[config.mk]
export PLATFORM = sky130hd
export DESIGN_NAME = smc_ctrl
export DESIGN_NICKNAME = d
export VERILOG_FILES = /design/src/common/smc_pkg.sv /design/src/hw/smc_fifo_mem.sv /design/src/hw/smc_clk_div.sv /design/src/hw/smc_ctrl.sv
export SDC_FILE = /design/constraint.sdc
export NUM_CORES = 1
export LEC_CHECK = 0
export BUFFER_PORTS_ARGS = -buffer_cell sky130_fd_sc_hd__buf_2
export CAP_MARGIN = 20
export CORE_ASPECT_RATIO = 1.25
export CORE_MARGIN = 2
export CORE_UTILIZATION = 45
export CTS_BUF_LIST = sky130_fd_sc_hd__clkbuf_4
export DETAILED_ROUTE_END_ITERATION = 16
export GPL_TIMING_DRIVEN = 0
export PLACE_DENSITY_LB_ADDON = 0.25
export SLEW_MARGIN = 20
export SYNTH_ARGS = -nofsm -noshare
export SYNTH_HDL_FRONTEND = slang
export SYNTH_SLANG_ARGS = --single-unit
[constraint.sdc]
create_clock -name clk -period 4.2 [get_ports clk]
set_clock_uncertainty 0.15 [all_clocks]
set_input_delay 0.84 -clock clk [delete_from_list [all_inputs] [get_ports clk]]
set_output_delay 0.84 -clock clk [all_outputs]
set_load 0.005 [all_outputs]
[src/common/smc_pkg.sv]
// Package of constants and types for the card host control and status block
package smc_pkg;
  localparam int          FIFO_DEPTH      = 64;
  localparam int          FIFO_AW         = 6;
  localparam logic [6:0]  FIFO_CNT_RST    = 7'h00;
  localparam logic [7:0]  CLK_DIV_RST     = 8'h00;
  localparam logic [7:0]  RSP_TO_RST      = 8'h00;
  localparam logic [15:0] RD_TO_RST       = 16'h0000;
  localparam logic [11:0] BLK_LEN_RST     = 12'h200;
  localparam logic [15:0] BLK_CNT_RST     = 16'h0000;
  localparam logic [6:0]  FIFO_LEV_RST    = 7'h20;
  localparam logic [9:0]  IRQ_MASK_RST    = 10'h000;
  // Interrupt flag positions in the first status register
  localparam int ST_TX_RDY   = 0;
  localparam int ST_RX_RDY   = 1;
  localparam int ST_CRC_RSP  = 2;
  localparam int ST_CRC_RD   = 3;
  localparam int ST_CRC_WR   = 4;
  localparam int ST_TO_RSP   = 5;
  localparam int ST_TO_RD    = 6;
  localparam int ST_RSP_DONE = 7;
  localparam int ST_BSY_DONE = 8;
  localparam int ST_BLK_DONE = 9;
  localparam int ST_W        = 10;
  typedef enum logic [1:0] {
    SMC_IDLE = 2'b00,
    SMC_RSP  = 2'b01,
    SMC_RD   = 2'b10,
    SMC_BUSY = 2'b11
  } smc_state_e;
endpackage

[src/hw/smc_fifo_mem.sv]
// Byte-wide shared transfer memory with registered read data
`timescale 1ns/100ps
module smc_fifo_mem (
  input  wire logic                       clk,
  input  wire logic                       wr_en,
  input  wire logic [smc_pkg::FIFO_AW-1:0] wr_addr,
  input  wire logic [7:0]                 wr_data,
  input  wire logic [smc_pkg::FIFO_AW-1:0] rd_addr,
  output logic      [7:0]                 rd_data
);
  import smc_pkg::*;
  logic [7:0] mem [FIFO_DEPTH];
  // No reset on the array: contents are don't-care until written
  always_ff @(posedge clk) begin
    if (wr_en) begin
      mem[wr_addr] <= wr_data;
    end
    rd_data <= mem[rd_addr];
  end
endmodule

[src/hw/smc_clk_div.sv]
// Memory clock divider producing card clock level and rising-edge enable
`timescale 1ns/100ps
module smc_clk_div (
  input  wire logic       clk,
  input  wire logic       reset_n,
  input  wire logic       run,
  input  wire logic [7:0] div_value,
  input  wire logic       divide_by_four_select_sel,
  output logic            card_clk,
  output logic            rise_en
);
  import smc_pkg::*;
  logic [8:0] cnt_reg;
  logic [8:0] limit;
  wire        half_done;
  // Half period is (value+1) or 2*(value+1) function clocks
  assign limit = divide_by_four_select_sel ? {div_value, 1'b1} : {1'b0, div_value};
  assign half_done = (cnt_reg >= limit);
  always_ff @(posedge clk or negedge reset_n) begin
    if (!reset_n) begin
      cnt_reg  <= 9'h000;
      card_clk <= 1'b0;
      rise_en  <= 1'b0;
    end else if (!run) begin
      cnt_reg  <= 9'h000;
      card_clk <= 1'b0;
      rise_en  <= 1'b0;
    end else if (half_done) begin
      cnt_reg  <= 9'h000;
      card_clk <= ~card_clk;
      rise_en  <= ~card_clk;
    end else begin
      cnt_reg  <= cnt_reg + 9'h001;
      rise_en  <= 1'b0;
    end
  end
endmodule

[src/hw/smc_ctrl.sv]
// Card host control and status: write path, clocking, time-outs, flags
`timescale 1ns/100ps
module smc_ctrl (
  input  wire logic                  clk,
  input  wire logic                  reset_n,
  input  wire logic                  soft_reset,
  input  wire logic                  cmd_logic_reset,
  input  wire logic                  data_logic_reset,
  input  wire logic                  bus_width_4,
  input  wire logic                  card_clock_out_enable,
  input  wire logic [7:0]            clock_divider_value,
  input  wire logic                  divide_by_four_select,
  input  wire logic [smc_pkg::ST_W-1:0] interrupt_mask_reg,
  input  wire logic [7:0]            response_timeout_reg,
  input  wire logic [15:0]           read_data_timeout_reg,
  input  wire logic [11:0]           block_length_reg,
  input  wire logic [15:0]           block_count_reg,
  input  wire logic [6:0]            fifo_threshold_level,
  input  wire logic                  fifo_dir_write,
  input  wire logic                  tx_data_wr,
  input  wire logic [3:0]            tx_data_be,
  input  wire logic [31:0]           tx_data_reg,
  input  wire logic                  rx_data_rd,
  input  wire logic                  status_reg_a_rd,
  input  wire logic                  cmd_start,
  input  wire logic                  cmd_needs_rsp,
  input  wire logic                  expect_busy_bit,
  input  wire logic                  cmd_sent,
  input  wire logic                  rsp_received,
  input  wire logic                  rsp_crc_err,
  input  wire logic                  rd_start,
  input  wire logic                  rd_first_data,
  input  wire logic                  rd_crc_err,
  input  wire logic                  wr_crc_err,
  input  wire logic                  card_byte_in_valid,
  input  wire logic [7:0]            card_byte_in,
  input  wire logic                  card_byte_out_take,
  input  wire logic                  card_busy_in,
  input  wire logic                  stop_transmission,
  output logic                       card_clock_pin,
  output logic                       card_bus_4bit,
  output logic [7:0]                 card_byte_out,
  output logic                       tx_ready_irq,
  output logic [smc_pkg::ST_W-1:0]   status_reg_a,
  output logic                       card_busy_flag,
  output logic [6:0]                 fifo_level,
  output logic [15:0]                blocks_left,
  output logic                       xfer_active,
  output logic                       mmc_irq
);
  import smc_pkg::*;

  smc_state_e             state_reg;
  smc_state_e             state_next;
  logic [ST_W-1:0]        flags_reg;
  logic [ST_W-1:0]        flags_set;
  logic [6:0]             count_reg;
  logic [FIFO_AW-1:0]     wptr_reg;
  logic [FIFO_AW-1:0]     rptr_reg;
  logic [1:0]             lane_reg;
  logic [3:0]             pend_be_reg;
  logic [31:0]            pend_data_reg;
  logic [15:0]            to_cnt_reg;
  logic [11:0]            byte_cnt_reg;
  logic [15:0]            blk_left_reg;
  logic                   busy_seen_reg;
  logic                   mem_wr;
  logic [FIFO_AW-1:0]     mem_waddr;
  logic [7:0]             mem_wdata;
  logic [7:0]             mem_rdata;
  logic                   div_clk;
  logic                   clk_rise;
  logic [1:0]             lane_sel;
  logic                   lane_valid;

  wire cmd_rst   = cmd_logic_reset;
  wire data_rst  = data_logic_reset;
  wire any_xfer  = (state_reg != SMC_IDLE) || (count_reg != 7'h00);
  wire clk_run   = card_clock_out_enable || any_xfer;
  wire buf_full  = (count_reg == 7'(FIFO_DEPTH));
  wire cpu_push  = fifo_dir_write && lane_valid && !buf_full;
  wire card_push = !fifo_dir_write && card_byte_in_valid && !buf_full
                   && !data_rst;
  wire push      = cpu_push || card_push;
  wire pop       = (card_byte_out_take || rx_data_rd) && (count_reg != 0)
                   && !data_rst;
  wire to_rsp_hit = (response_timeout_reg != 8'h00)
                    && (to_cnt_reg[7:0] == response_timeout_reg);
  wire to_rd_hit  = (read_data_timeout_reg != 16'h0000)
                    && (to_cnt_reg == read_data_timeout_reg);
  wire blk_end    = card_push && (byte_cnt_reg == block_length_reg - 12'h1);
  wire last_blk   = (block_count_reg != 16'h0000)
                    && (blk_left_reg == 16'h0001);

  // Lowest pending byte lane goes first, little-endian order
  function automatic logic [1:0] first_lane(input logic [3:0] be);
    first_lane = be[0] ? 2'd0 : be[1] ? 2'd1 : be[2] ? 2'd2 : 2'd3;
  endfunction

  assign lane_sel   = first_lane(pend_be_reg);
  assign lane_valid = (pend_be_reg != 4'h0);
  assign mem_wr     = push;
  assign mem_waddr  = wptr_reg;
  assign mem_wdata  = cpu_push ? pend_data_reg[8*lane_sel +: 8]
                               : card_byte_in;

  smc_fifo_mem u_mem (
    .clk     (clk),
    .wr_en   (mem_wr),
    .wr_addr (mem_waddr),
    .wr_data (mem_wdata),
    .rd_addr (rptr_reg),
    .rd_data (mem_rdata)
  );

  smc_clk_div u_div (
    .clk       (clk),
    .reset_n   (reset_n),
    .run       (clk_run),
    .div_value (clock_divider_value),
    .divide_by_four_select_sel  (divide_by_four_select),
    .card_clk  (div_clk),
    .rise_en   (clk_rise)
  );

  // Command and read-wait sequencer
  always_comb begin
    state_next = state_reg;
    case (state_reg)
      SMC_IDLE: begin
        if (cmd_start && !cmd_rst) begin
          state_next = cmd_needs_rsp ? SMC_RSP
                     : (expect_busy_bit ? SMC_BUSY : SMC_IDLE);
        end else if (rd_start && !data_rst) begin
          state_next = SMC_RD;
        end
      end
      SMC_RSP: begin
        if (rsp_received || to_rsp_hit) begin
          state_next = expect_busy_bit && rsp_received ? SMC_BUSY : SMC_IDLE;
        end
      end
      SMC_RD: begin
        if (rd_first_data || to_rd_hit) begin
          state_next = SMC_IDLE;
        end
      end
      SMC_BUSY: begin
        if (busy_seen_reg && !card_busy_in) begin
          state_next = SMC_IDLE;
        end
      end
      default: state_next = SMC_IDLE;
    endcase
  end

  // Hardware events that set sticky flags
  always_comb begin
    flags_set = '0;
    flags_set[ST_TX_RDY]   = fifo_dir_write
                             && (count_reg < fifo_threshold_level);
    flags_set[ST_RX_RDY]   = !fifo_dir_write
                             && (count_reg > fifo_threshold_level);
    flags_set[ST_CRC_RSP]  = rsp_crc_err;
    flags_set[ST_CRC_RD]   = rd_crc_err;
    flags_set[ST_CRC_WR]   = wr_crc_err;
    // The hit already counts card clock edges, and the sequencer leaves
    // the waiting state in the same cycle, so no edge qualifier here
    flags_set[ST_TO_RSP]   = (state_reg == SMC_RSP) && to_rsp_hit
                             && !rsp_received;
    flags_set[ST_TO_RD]    = (state_reg == SMC_RD) && to_rd_hit
                             && !rd_first_data;
    flags_set[ST_RSP_DONE] = (state_reg == SMC_RSP && rsp_received)
                             || (state_reg == SMC_IDLE && cmd_sent
                                 && !cmd_needs_rsp);
    flags_set[ST_BSY_DONE] = (state_reg == SMC_BUSY)
                             && !card_busy_in;
    flags_set[ST_BLK_DONE] = blk_end && last_blk;
  end

  always_ff @(posedge clk or negedge reset_n) begin
    if (!reset_n) begin
      state_reg <= SMC_IDLE;
    end else if (cmd_rst || stop_transmission) begin
      state_reg <= SMC_IDLE;
    end else if (!soft_reset) begin
      state_reg <= state_next;
    end
  end

  // Time-out counter counts card clock rising edges in a waiting state
  always_ff @(posedge clk or negedge reset_n) begin
    if (!reset_n) begin
      to_cnt_reg <= 16'h0000;
    end else if (state_reg != state_next || state_reg == SMC_IDLE) begin
      to_cnt_reg <= 16'h0000;
    end else if (clk_rise && !to_rsp_hit && !to_rd_hit) begin
      to_cnt_reg <= to_cnt_reg + 16'h0001;
    end
  end

  always_ff @(posedge clk or negedge reset_n) begin
    if (!reset_n) begin
      busy_seen_reg <= 1'b0;
    end else if (state_reg != SMC_BUSY) begin
      busy_seen_reg <= 1'b0;
    end else if (card_busy_in) begin
      busy_seen_reg <= 1'b1;
    end
  end

  // Status read clears; a simultaneous new event still lands
  always_ff @(posedge clk or negedge reset_n) begin
    if (!reset_n) begin
      flags_reg <= '0;
    end else begin
      flags_reg <= (status_reg_a_rd ? '0 : flags_reg) | flags_set;
      if (rx_data_rd && !flags_set[ST_RX_RDY]) begin
        flags_reg[ST_RX_RDY] <= 1'b0;
      end
    end
  end

  // Staging of the byte-enabled transmit word
  always_ff @(posedge clk or negedge reset_n) begin
    if (!reset_n) begin
      pend_be_reg   <= 4'h0;
      pend_data_reg <= 32'h0000_0000;
    end else if (data_rst) begin
      pend_be_reg   <= 4'h0;
    end else if (tx_data_wr && !lane_valid) begin
      pend_be_reg   <= tx_data_be;
      pend_data_reg <= tx_data_reg;
    end else if (cpu_push) begin
      pend_be_reg[lane_sel] <= 1'b0;
    end
  end

  always_ff @(posedge clk or negedge reset_n) begin
    if (!reset_n) begin
      count_reg <= FIFO_CNT_RST;
      wptr_reg  <= '0;
      rptr_reg  <= '0;
    end else if (data_rst) begin
      count_reg <= FIFO_CNT_RST;
      wptr_reg  <= '0;
      rptr_reg  <= '0;
    end else begin
      count_reg <= count_reg + 7'(push) - 7'(pop);
      if (push) wptr_reg <= wptr_reg + 1'b1;
      if (pop)  rptr_reg <= rptr_reg + 1'b1;
    end
  end

  // Block byte and block counters
  always_ff @(posedge clk or negedge reset_n) begin
    if (!reset_n) begin
      byte_cnt_reg <= 12'h000;
      blk_left_reg <= BLK_CNT_RST;
    end else if (data_rst || rd_start) begin
      byte_cnt_reg <= 12'h000;
      blk_left_reg <= block_count_reg;
    end else if (blk_end) begin
      byte_cnt_reg <= 12'h000;
      if (blk_left_reg != 16'h0000) blk_left_reg <= blk_left_reg - 16'h1;
    end else if (card_push) begin
      byte_cnt_reg <= byte_cnt_reg + 12'h001;
    end
  end

  always_ff @(posedge clk or negedge reset_n) begin
    if (!reset_n) begin
      card_clock_pin <= 1'b0;
      card_bus_4bit  <= 1'b0;
      card_byte_out  <= 8'h00;
      tx_ready_irq   <= 1'b0;
      status_reg_a   <= '0;
      card_busy_flag <= 1'b0;
      fifo_level     <= 7'h00;
      blocks_left    <= 16'h0000;
      xfer_active    <= 1'b0;
      mmc_irq        <= 1'b0;
    end else begin
      card_clock_pin <= div_clk;
      card_bus_4bit  <= bus_width_4;
      card_byte_out  <= mem_rdata;
      tx_ready_irq   <= flags_reg[ST_TX_RDY]
                        && interrupt_mask_reg[ST_TX_RDY];
      status_reg_a   <= flags_reg;
      card_busy_flag <= card_busy_in;
      fifo_level     <= count_reg;
      blocks_left    <= blk_left_reg;
      xfer_active    <= any_xfer;
      mmc_irq        <= |(flags_reg & interrupt_mask_reg);
    end
  end
endmodule

==> impl_results.md, run 1 <==
* Outcome: finished clean
* Vias/cell at 5.55
* P_leak at 0.0123 uW
* Die Area at 66500 um^2
* Post-route clock period utilization at 0.950
* Total congestion overflow at 0
* 1st-pass router iterations at 7
* Post-Syn Nets at 2137
* GPL Wtd Cong at 0.911
* Vias in the first global route at 19587
* Core area at 64000 um^2
* NumNets Final at 2590
* First-pass GRT wire length at 114 mm
* Vias at 18842
* CP Capture Type: register
* Max Transition Viols Final at 0
* Worst Max-Slew Pin Slew at 1.08 ns
* Largest net degree at the start of global routing at 98
* Seq/Total Area, Yosys at 0.682
* Final Hold Vio Count at 0
* Iter 0 DRT Violations at 1281
* DP Wirelength at 53.0 mm
* RSZ-0062 raised after global routing: true
* Final worst slack at 0.211 ns
* CTS root buf: clkbuf_4
* Maximum clock insertion buffer count at 3
* H-tree depth at 4
* Worst hold slack at 0.130 ns
* Routed length per instance at 22.3 um
* Worst EP required at 4.64 ns
* # port buffers at 192
* Netlist cell types at 67
* Antenna violations before repair at 2
* Fmax at 251 MHz
* Critical Path Start Type: register
* Hold Crit Class: in2reg
* Layout cells sized above 1 at 0.265
* Maximum capacitance violations at 0
* Final WL at 75.6 mm
* Worst-path maximum fanout at 8
* Die width at 231 um
* Worst EP arrival at 4.43 ns
* CTS tree: built
* Met1 usage at 0.268
* Synth Cell Area at 29000 um^2
* DRC Markers at 0
* Max FFs per register at 512
* Total negative setup slack at 0 ns
* I/O pins at 194
* Routing usage on met3 at 0.0531
* CTS sink cnt at 690
* Number of synthesized flops with an enable pin at 512
* Slew headroom at 0.277
* Top post-synthesis cells by count: 512 x edfxtp_1, 172 x nor2_1, 170 x dfrtp_1, 115 x mux2i_1, 112 x a21oi_1
* Reg clk slew, reported paths at 0.07 ns
* Yosys top cell area share at 0.530
* Mapped Cells at 1956
* Most used DFF post-synth: edfxtp_1
* Number of synthesized register bits at 690
* Area Overhead vs Synth at 19.5%
* Pwr/cell area at 534 nW/um^2
* GR Util All Layers at 0.230
* Avg Inst Size Synth at 14.8 um^2
* Period minus WS final at 3.99 ns
* Async set-reset flop share out of synthesis at 0.246
* Most Used Layer, Global Route: met2
* Pre-CTS setup slack at -0.453 ns
* Starting Density at 0.453
* Most common cell in the netlist: edfxtp_1
* Ys Warns at 0
* Crit Path Class: reg2reg
* Num CTS Buffers at 164
* Area contributors post-synth: edfxtp_1 53%, dfrtp_1 15%, mux4_2 5.6%
* GRT met2 Usage at 0.406
* Dominant cell type by area after synthesis: edfxtp_1
* Worst VDD drop at 0.000296 V
* Final setup viols at 0
* Die Y-Extent at 288 um
* Post-route antenna net violation count at 0
* Row count at 104
* Clk_lat worst skew at 1.02 ns
[placed cells by master (no fill, tap or decap), types with 10 or more instances in the layout]
| cell | n |
|---|---|
| a21o_1 | 10 |
| a21oi_1 | 103 |
| a31oi_1 | 22 |
| buf_1 | 19 |
| buf_16 | 17 |
| buf_2 | 198 |
| clkbuf_1 | 81 |
| clkbuf_4 | 242 |
| clkinv_1 | 37 |
| dfrtp_1 | 170 |
| dlygate4sd3_1 | 77 |
| edfxtp_1 | 512 |
| ha_1 | 33 |
| inv_1 | 42 |
| mux2_2 | 64 |
| mux2i_1 | 115 |
| mux4_2 | 72 |
| nand2_1 | 87 |
| nand2b_1 | 10 |
| nand3_1 | 33 |
| nor2_1 | 145 |
| nor2_2 | 27 |
| nor2b_1 | 13 |
| nor3_1 | 19 |
| nor4_1 | 25 |
| o21ai_0 | 59 |
| o221ai_1 | 32 |
| o22ai_1 | 35 |
| or3_1 | 15 |
| or4_1 | 17 |
| xnor2_1 | 23 |
| xor2_1 | 46 |
[final cells by class]
cell class,count,area [um^2]
fill,5331,29400
sequential,690,19800
multi-input combinational,1115,8840
timing repair buffer,287,2210
clock buffer,242,1820
tap,848,1060
buffer,108,418
clock inverter,57,348
inverter,43,161
antenna,3,7.51
[critical path: stages, from the launching register on]
cell and delay, ns:
dfrtp_1 0.41, inv_1 0.08, ha_1 0.22, nor4bb_4 0.19, a211o_2 0.44, o21ba_2 0.25, clkbuf_1 0.20, nor2b_1 0.43
nand2_1 0.51, nor2_1 0.72
[logic make-up after synthesis]
logic type	after synthesis	synth area share
muxes	251	0.120
xor gates and xnor gates	69	0.0208
buffers and inverters	151	0.0199
adders and majority gates	34	0.0149
and+or+nand+nor	441	0.0726
AOI/OAI and AO/OA	320	0.0689
DFF	690	0.682
[layer usage]
layer  vias up  wire length, um  part of all wire
li1       8521                -                 -
met1      9382            28800              0.38
met2       789            39200              0.52
met3       150             5110             0.068
met4         0             2530             0.033
met5         -                0                 0
[power breakdown]
part / switching, uW / internal, uW / total [uW]
sequential: 245 / 8060 / 8300
clock: 2680 / 2850 / 5530
combinational: 2710 / 1980 / 4690
[timing repair]
item / CTS / global route
cloned: 0 / 0
pin swaps: 0 / 0
resized for setup: 8 / 26
endpoints found under the hold margin: 142 / 0
hold buffers: 77 / 0
endpoints found under the setup margin: 367 / 200
setup buffers: 0 / 0
[per-stage QoR]
stage | instances | util | power, uW | cell area, um^2
3_3_place_gp | 2996 | 0.485 | 12700 | 31000
2_1_floorplan | 1956 | - | 11200 | 29000
4_1_cts | 3390 | 0.540 | 18700 | 34600
6_report | 3393 | 0.541 | 18500 | 34700
5_1_grt | 3393 | 0.541 | 19400 | 34700
3_5_place_dp | 3014 | 0.494 | 13100 | 31600
[path summary, 6_finish.rpt]
path	startpoint	end	cells after the start	slack, ns
setup / recovery	count_reg[4]	u_mem.mem[20][4]	9	0.21
hold / removal	rd_first_data	flags_reg[6]	3	0.13
setup reg to reg	count_reg[4]	u_mem.mem[20][4]	9	0.21
hold reg to reg	u_mem.rd_data[3]	card_byte_out[3]	0	0.16
max in group asynchronous	reset_n	to_cnt_reg[9]	3	2.65
min in group asynchronous	reset_n	byte_cnt_reg[3]	2	0.25
Note: power is estimated with default switching activity, not from simulation.
==> run 2: changes to the inputs <==
Settings changed: CORE_ASPECT_RATIO 1.25 to 0.75, CTS_BUF_LIST sky130_fd_sc_hd__clkbuf_4 to sky130_fd_sc_hd__clkbuf_16.
==> impl_results.md, run 2 (synthesis gave the netlist of run 1 again) <==
* First-pass GRT wire length at 113 mm
* Area Overhead vs Synth at 16.7%
* Post-route antenna net violation count at 0
* Iter 0 DRT Violations at 2022
* Commonest non-fill, non-tap cells in the layout: 512 x edfxtp_1, 197 x buf_2, 170 x dfrtp_1
* Vias at 18168
* Final worst slack at 0.167 ns
* Post-route clock period utilization at 0.960
* CTS tree: built
* Die width at 297 um
* Inst Count DP at 3026
* Worst Max-Slew Pin Slew at 1.10 ns
* Maximum clock insertion buffer count at 3
* Die Area at 66500 um^2
* Critical Path Start Type: register
* CTS root buf: clkbuf_16
* CTS sink cnt at 690
* Pwr Total at 18900 uW
* Slew headroom at 0.266
* Clk_lat worst skew at 0.62 ns
* NumNets Final at 2418
* Crit Path Class: reg2reg
* 1st-pass router iterations at 5
* Vias in the first global route at 17676
* Hold Crit Class: in2async
* Final WL at 76.0 mm
* Pwr/cell area at 559 nW/um^2
* Fmax at 248 MHz
* # diodes at 0
* DRC Markers at 0
* Sequential share of power at 0.440
* Comb pwr share at 0.247
* Die Y-Extent at 224 um
* Worst-path maximum fanout at 10
* Starting Density at 0.456
* Largest net degree at the start of global routing at 87
* Period minus WS final at 4.03 ns
* Antenna violations before repair at 0
* Routed length per instance at 24.1 um
* DP Wirelength at 54.3 mm
* Worst EP arrival at 4.36 ns
* Max FFs per register at 512
* Worst EP required at 4.53 ns
* Clk pwr share at 0.313
* # port buffers at 192
* Outcome: finished clean
* Worst VDD drop at 0.000307 V
* Switching share of power at 0.297
* Row count at 80
* Reg clk slew, reported paths at 0.06 ns
* Num CTS Buffers at 70
* Post-Route Utilization at 0.531
* Int Pwr at 13300 uW
* P_sw at 5610 uW
* I/O pins at 194
* H-tree depth at 3
* P_leak at 0.0119 uW
* Placed cell area at 31600 um^2
* Core area at 63700 um^2
* Hold Buf Count CTS at 0
* Total congestion overflow at 0
* Post-CTS setup buffers at 0
* Final setup viols at 0
* Vias/cell at 5.76
* Pre-CTS setup slack at -0.664 ns
* Non-filler cells, final at 3154
* Final instance area at 33800 um^2
* Max Transition Viols Final at 0
* Most common cell after layout, fill and taps aside: edfxtp_1
* Layout cells sized above 1 at 0.211
* GR Util All Layers at 0.228
* GPL Wtd Cong at 0.941
* CP Capture Type: register
* Final Hold Vio Count at 0
* Maximum capacitance violations at 0
-- run 2: cell types whose count changed in the layout (fill, tap and decap cells not counted), sizes merged --
cell / change
inv: +21
clkinv: -18
buf: -1
diode: -3
dlygate4sd3: -77
clkbuf: -172
bufinv: +1
clkinvlp: -3
-- run 2: area by class of cell --
cell class | instances | area (um^2)
plain buffers | 108 | 423
clock buffers | 70 | 1750
fillers | 5250 | 29800
clock inverters | 58 | 420
multi-input cells | 1115 | 8770
repair buffers | 209 | 1440
well taps | 861 | 1080
inverters | 43 | 161
flip-flops and latches | 690 | 19800
-- run 2: metal layers --
layer | wire, um | GRT usage | part of all wire | up-vias
met5 | 0 | 0 | 0 | -
met4 | 1530 | 0.0546 | 0.020 | 0
met3 | 6150 | 0.0475 | 0.081 | 105
met2 | 33100 | 0.332 | 0.44 | 738
met1 | 35200 | 0.351 | 0.46 | 9259
li1 | - | - | - | 8066
-- run 2: timing repair --
item	CTS	global route
endpoints found under the setup margin	456	324
gates resized for setup	8	5
pin swaps	0	3
-- run 2: power by group through the flow --
stage | clock (uW) | combinational [uW] | sequential (uW)
after detailed placement | 0 | 4620 | 8450
after floorplan | 0 | 2740 | 8420
after global routing | 6290 | 5000 | 8360
after global placement | 0 | 4230 | 8520
after CTS | 6030 | 4660 | 8320
final | 5920 | 4670 | 8310
-- run 2: path summary, 6_finish.rpt --
kind	from	end	slack, ns	depth (start not counted)
setup / recovery	rptr_reg[0]	u_mem.rd_data[2]	0.17	9
hold / removal	reset_n	pend_data_reg[26]	0.09	1
setup reg to reg	rptr_reg[0]	u_mem.rd_data[2]	0.17	9
hold reg to reg	u_mem.rd_data[2]	card_byte_out[2]	0.18	0
max in group asynchronous	reset_n	u_div.cnt_reg[0]	2.89	2
min in group clk	bus_width_4	card_bus_4bit	0.18	1
-- run 2: through the flow --
stage	setup TNS (ns)	hold slack [ns]
6_report	0	0.0881
5_1_grt	-0.0427	0.130
4_1_cts	0	0.103
3_5_place_dp	-176.07	0.172
3_3_place_gp	-1836.36	0.170
2_1_floorplan	0	0.166
-- run 2: worst max-delay path: stages (launching register included) --
cell	delay (ns)
dfrtp_1	0.35
clkbuf_1	0.31
buf_2	0.46
buf_2	0.45
clkbuf_1	0.67
mux2i_1	0.31
o221ai_1	0.32
o22ai_1	0.23
a21oi_1	0.10
mux4_2	0.54
==> run 3: changes to the inputs <==
Settings changed: ABC_AREA set to 1.
==> impl_results.md, run 3 <==
* Outcome: finished clean
* Final WL at 104 mm
* Synth Cell Area at 29800 um^2
* Most used DFF post-synth: edfxtp_1
* GR Util All Layers at 0.307
* Routed length per instance at 26.6 um
* Final setup viols at 0
* Die Y-Extent at 227 um
* Area contributors post-synth: edfxtp_1 52%, dfrtp_1 14%, nor2_1 5.9%
* Max Transition Viols Final at 0
* DRC Markers at 0
* Multi-input combinational cell area at 8990 um^2
* Clk_lat worst skew at 0.64 ns
* Pwr/cell area at 602 nW/um^2
* Post-route clock period utilization at 0.978
* Seq/Total Area, Yosys at 0.665
* Vias in the first global route at 21704
* Critical Path Start Type: register
* Worst EP required at 4.57 ns
* Largest net degree at the start of global routing at 99
* Most common cell after layout, fill and taps aside: edfxtp_1
* Hold Buf Count CTS at 1
* Worst Max-Slew Pin Slew at 1.21 ns
* Top post-synthesis cells by count: 512 x edfxtp_1, 467 x nor2_1, 358 x nand2_1, 316 x o21ai_0, 170 x dfrtp_1
* Post-route antenna net violation count at 0
* Maximum clock insertion buffer count at 3
* Die Area at 68300 um^2
* Fmax at 243 MHz
* Dominant cell type by area after synthesis: edfxtp_1
* Maximum capacitance violations at 0
* Number of synthesized register bits at 690
* Async set-reset flop share out of synthesis at 0.246
* CTS sink cnt at 690
* Placed cell area at 32500 um^2
* H-tree depth at 3
* Ys Warns at 0
* Period minus WS final at 4.11 ns
* Yosys top cell area share at 0.516
* Num CTS Buffers at 70
* Max FFs per register at 512
* Final instance area at 34800 um^2
* Reg clk slew, reported paths at 0.06 ns
* I/O pins at 194
* Mapped Cells at 2702
* CTS root buf: clkbuf_16
* Core area at 65400 um^2
* CTS tree: built
* Netlist cell types at 56
* NumNets Final at 3172
* Post-Syn Nets at 2883
* Post-CTS setup buffers at 0
* Slew headroom at 0.194
* Vias/cell at 5.86
* # fillers at 5577
* Vias at 22939
* Worst-path maximum fanout at 10
* P_leak at 0.0132 uW
* 1st-pass router iterations at 9
* RSZ-0062 raised after global routing: false
* Post_cts resized at 0
* GPL Wtd Cong at 0.985
* FF+latch area at 19800 um^2
* Row count at 81
* Hold Crit Class: reg2reg
* Worst hold slack at 0.179 ns
* Crit Path Class: reg2reg
* Starting Density at 0.456
* CP Capture Type: register
* Number of synthesized flops with an enable pin at 512
* Final Hold Vio Count at 0
* Most common cell in the netlist: edfxtp_1
* Iter 0 DRT Violations at 3353
* # port buffers at 191
* Die width at 301 um
* First-pass GRT wire length at 149 mm
* # diodes at 0
* Worst VDD drop at 0.000328 V
* Commonest non-fill, non-tap cells in the layout: 512 x edfxtp_1, 460 x nor2_1, 358 x nand2_1
* Layout cells sized above 1 at 0.147
* Antenna violations before repair at 9
* Area Overhead vs Synth at 16.8%
* DP Wirelength at 74.3 mm
* Worst EP arrival at 4.48 ns
* Total congestion overflow at 0
* Avg Inst Size Synth at 11.0 um^2
==> run 3: cell count changes after synthesis, moves of 40 or more <==
cell,delta
mux2_2,-40
o22ai_1,+102
mux2i_1,-95
mux4_2,-72
nand3_1,+49
nor2_1,+295
inv_1,+104
a21oi_1,-52
o21ai_0,+257
nand2_1,+271
==> run 3: cell families (layout without fill, tap and decap cells) <==
kind of cell,count (synthesis),after routing,share of synthesized area
AND/OR/NAND/NOR,1004,1004,0.139
flip-flops,690,690,0.665
AO/OA/AOI/OAI,587,587,0.110
buffers and inverters,292,635,0.0398
XOR/XNOR,51,51,0.0162
multiplexers,44,44,0.0158
adder cells (fa/ha/maj),34,34,0.0145
==> run 3: critical path, cell delays in order, from the launching register on <==
cell and delay, ns:
dfrtp_1 0.45, clkinv_1 0.26, clkbuf_1 0.63, clkbuf_1 0.74
o21ai_0 0.26, o22ai_1 0.26, a21oi_1 0.14, o31ai_1 0.78
nand2_1 0.13, o21ai_1 0.20
==> run 3: through the flow <==
stage / power [uW] / std cells / setup WS [ns] / utilization / setup TNS [ns]
2_1_floorplan: 11400 / 2702 / 0.152 / - / 0
3_3_place_gp: 14100 / 3764 / -3.41 / 0.487 / -1699.82
3_5_place_dp: 14400 / 3788 / -0.148 / 0.497 / -0.148
4_1_cts: 20700 / 3915 / 0.179 / 0.532 / 0
5_1_grt: 21600 / 3916 / 0.208 / 0.532 / 0
6_report: 20900 / 3916 / 0.0920 / 0.532 / 0
==> run 3: layer usage <==
metal	GRT usage	part of all wire	routed length (um)
met1	0.453	0.42	44200
met2	0.430	0.41	42700
met3	0.103	0.14	14400
met4	0.0857	0.026	2730
met5	0	0.00050	52
==> run 3: where the power goes <==
part | switching, uW | internal, uW
logic | 4550 | 1610
clock network | 2730 | 3650
registers | 271 | 8130
total | 7560 | 13400
==> run 3: worst paths after layout <==
| check | start | endpoint | slack [ns] | depth (start not counted) |
|---|---|---|---|---|
| setup / recovery | rptr_reg[1] | u_mem.rd_data[5] | 0.09 | 9 |
| hold reg to reg | u_mem.rd_data[5] | card_byte_out[5] | 0.18 | 0 |
| max in group asynchronous | reset_n | card_byte_out[7] | 2.35 | 4 |
| setup reg to reg | rptr_reg[1] | u_mem.rd_data[5] | 0.09 | 9 |
| hold / removal | u_mem.rd_data[5] | card_byte_out[5] | 0.18 | 0 |
| min in group asynchronous | reset_n | u_div.cnt_reg[3] | 0.44 | 2 |
==> run 3: cell type report <==
type / instances / area share
Timing Repair Buffer: 217 / 0.0411
Inverter: 159 / 0.0172
Buffer: 133 / 0.0169
Multi-Input combinational cell: 1720 / 0.258
Sequential cell: 690 / 0.569
Clock buffer: 71 / 0.0511
Clock inverter: 55 / 0.0151
Tap cell: 871 / 0.0313
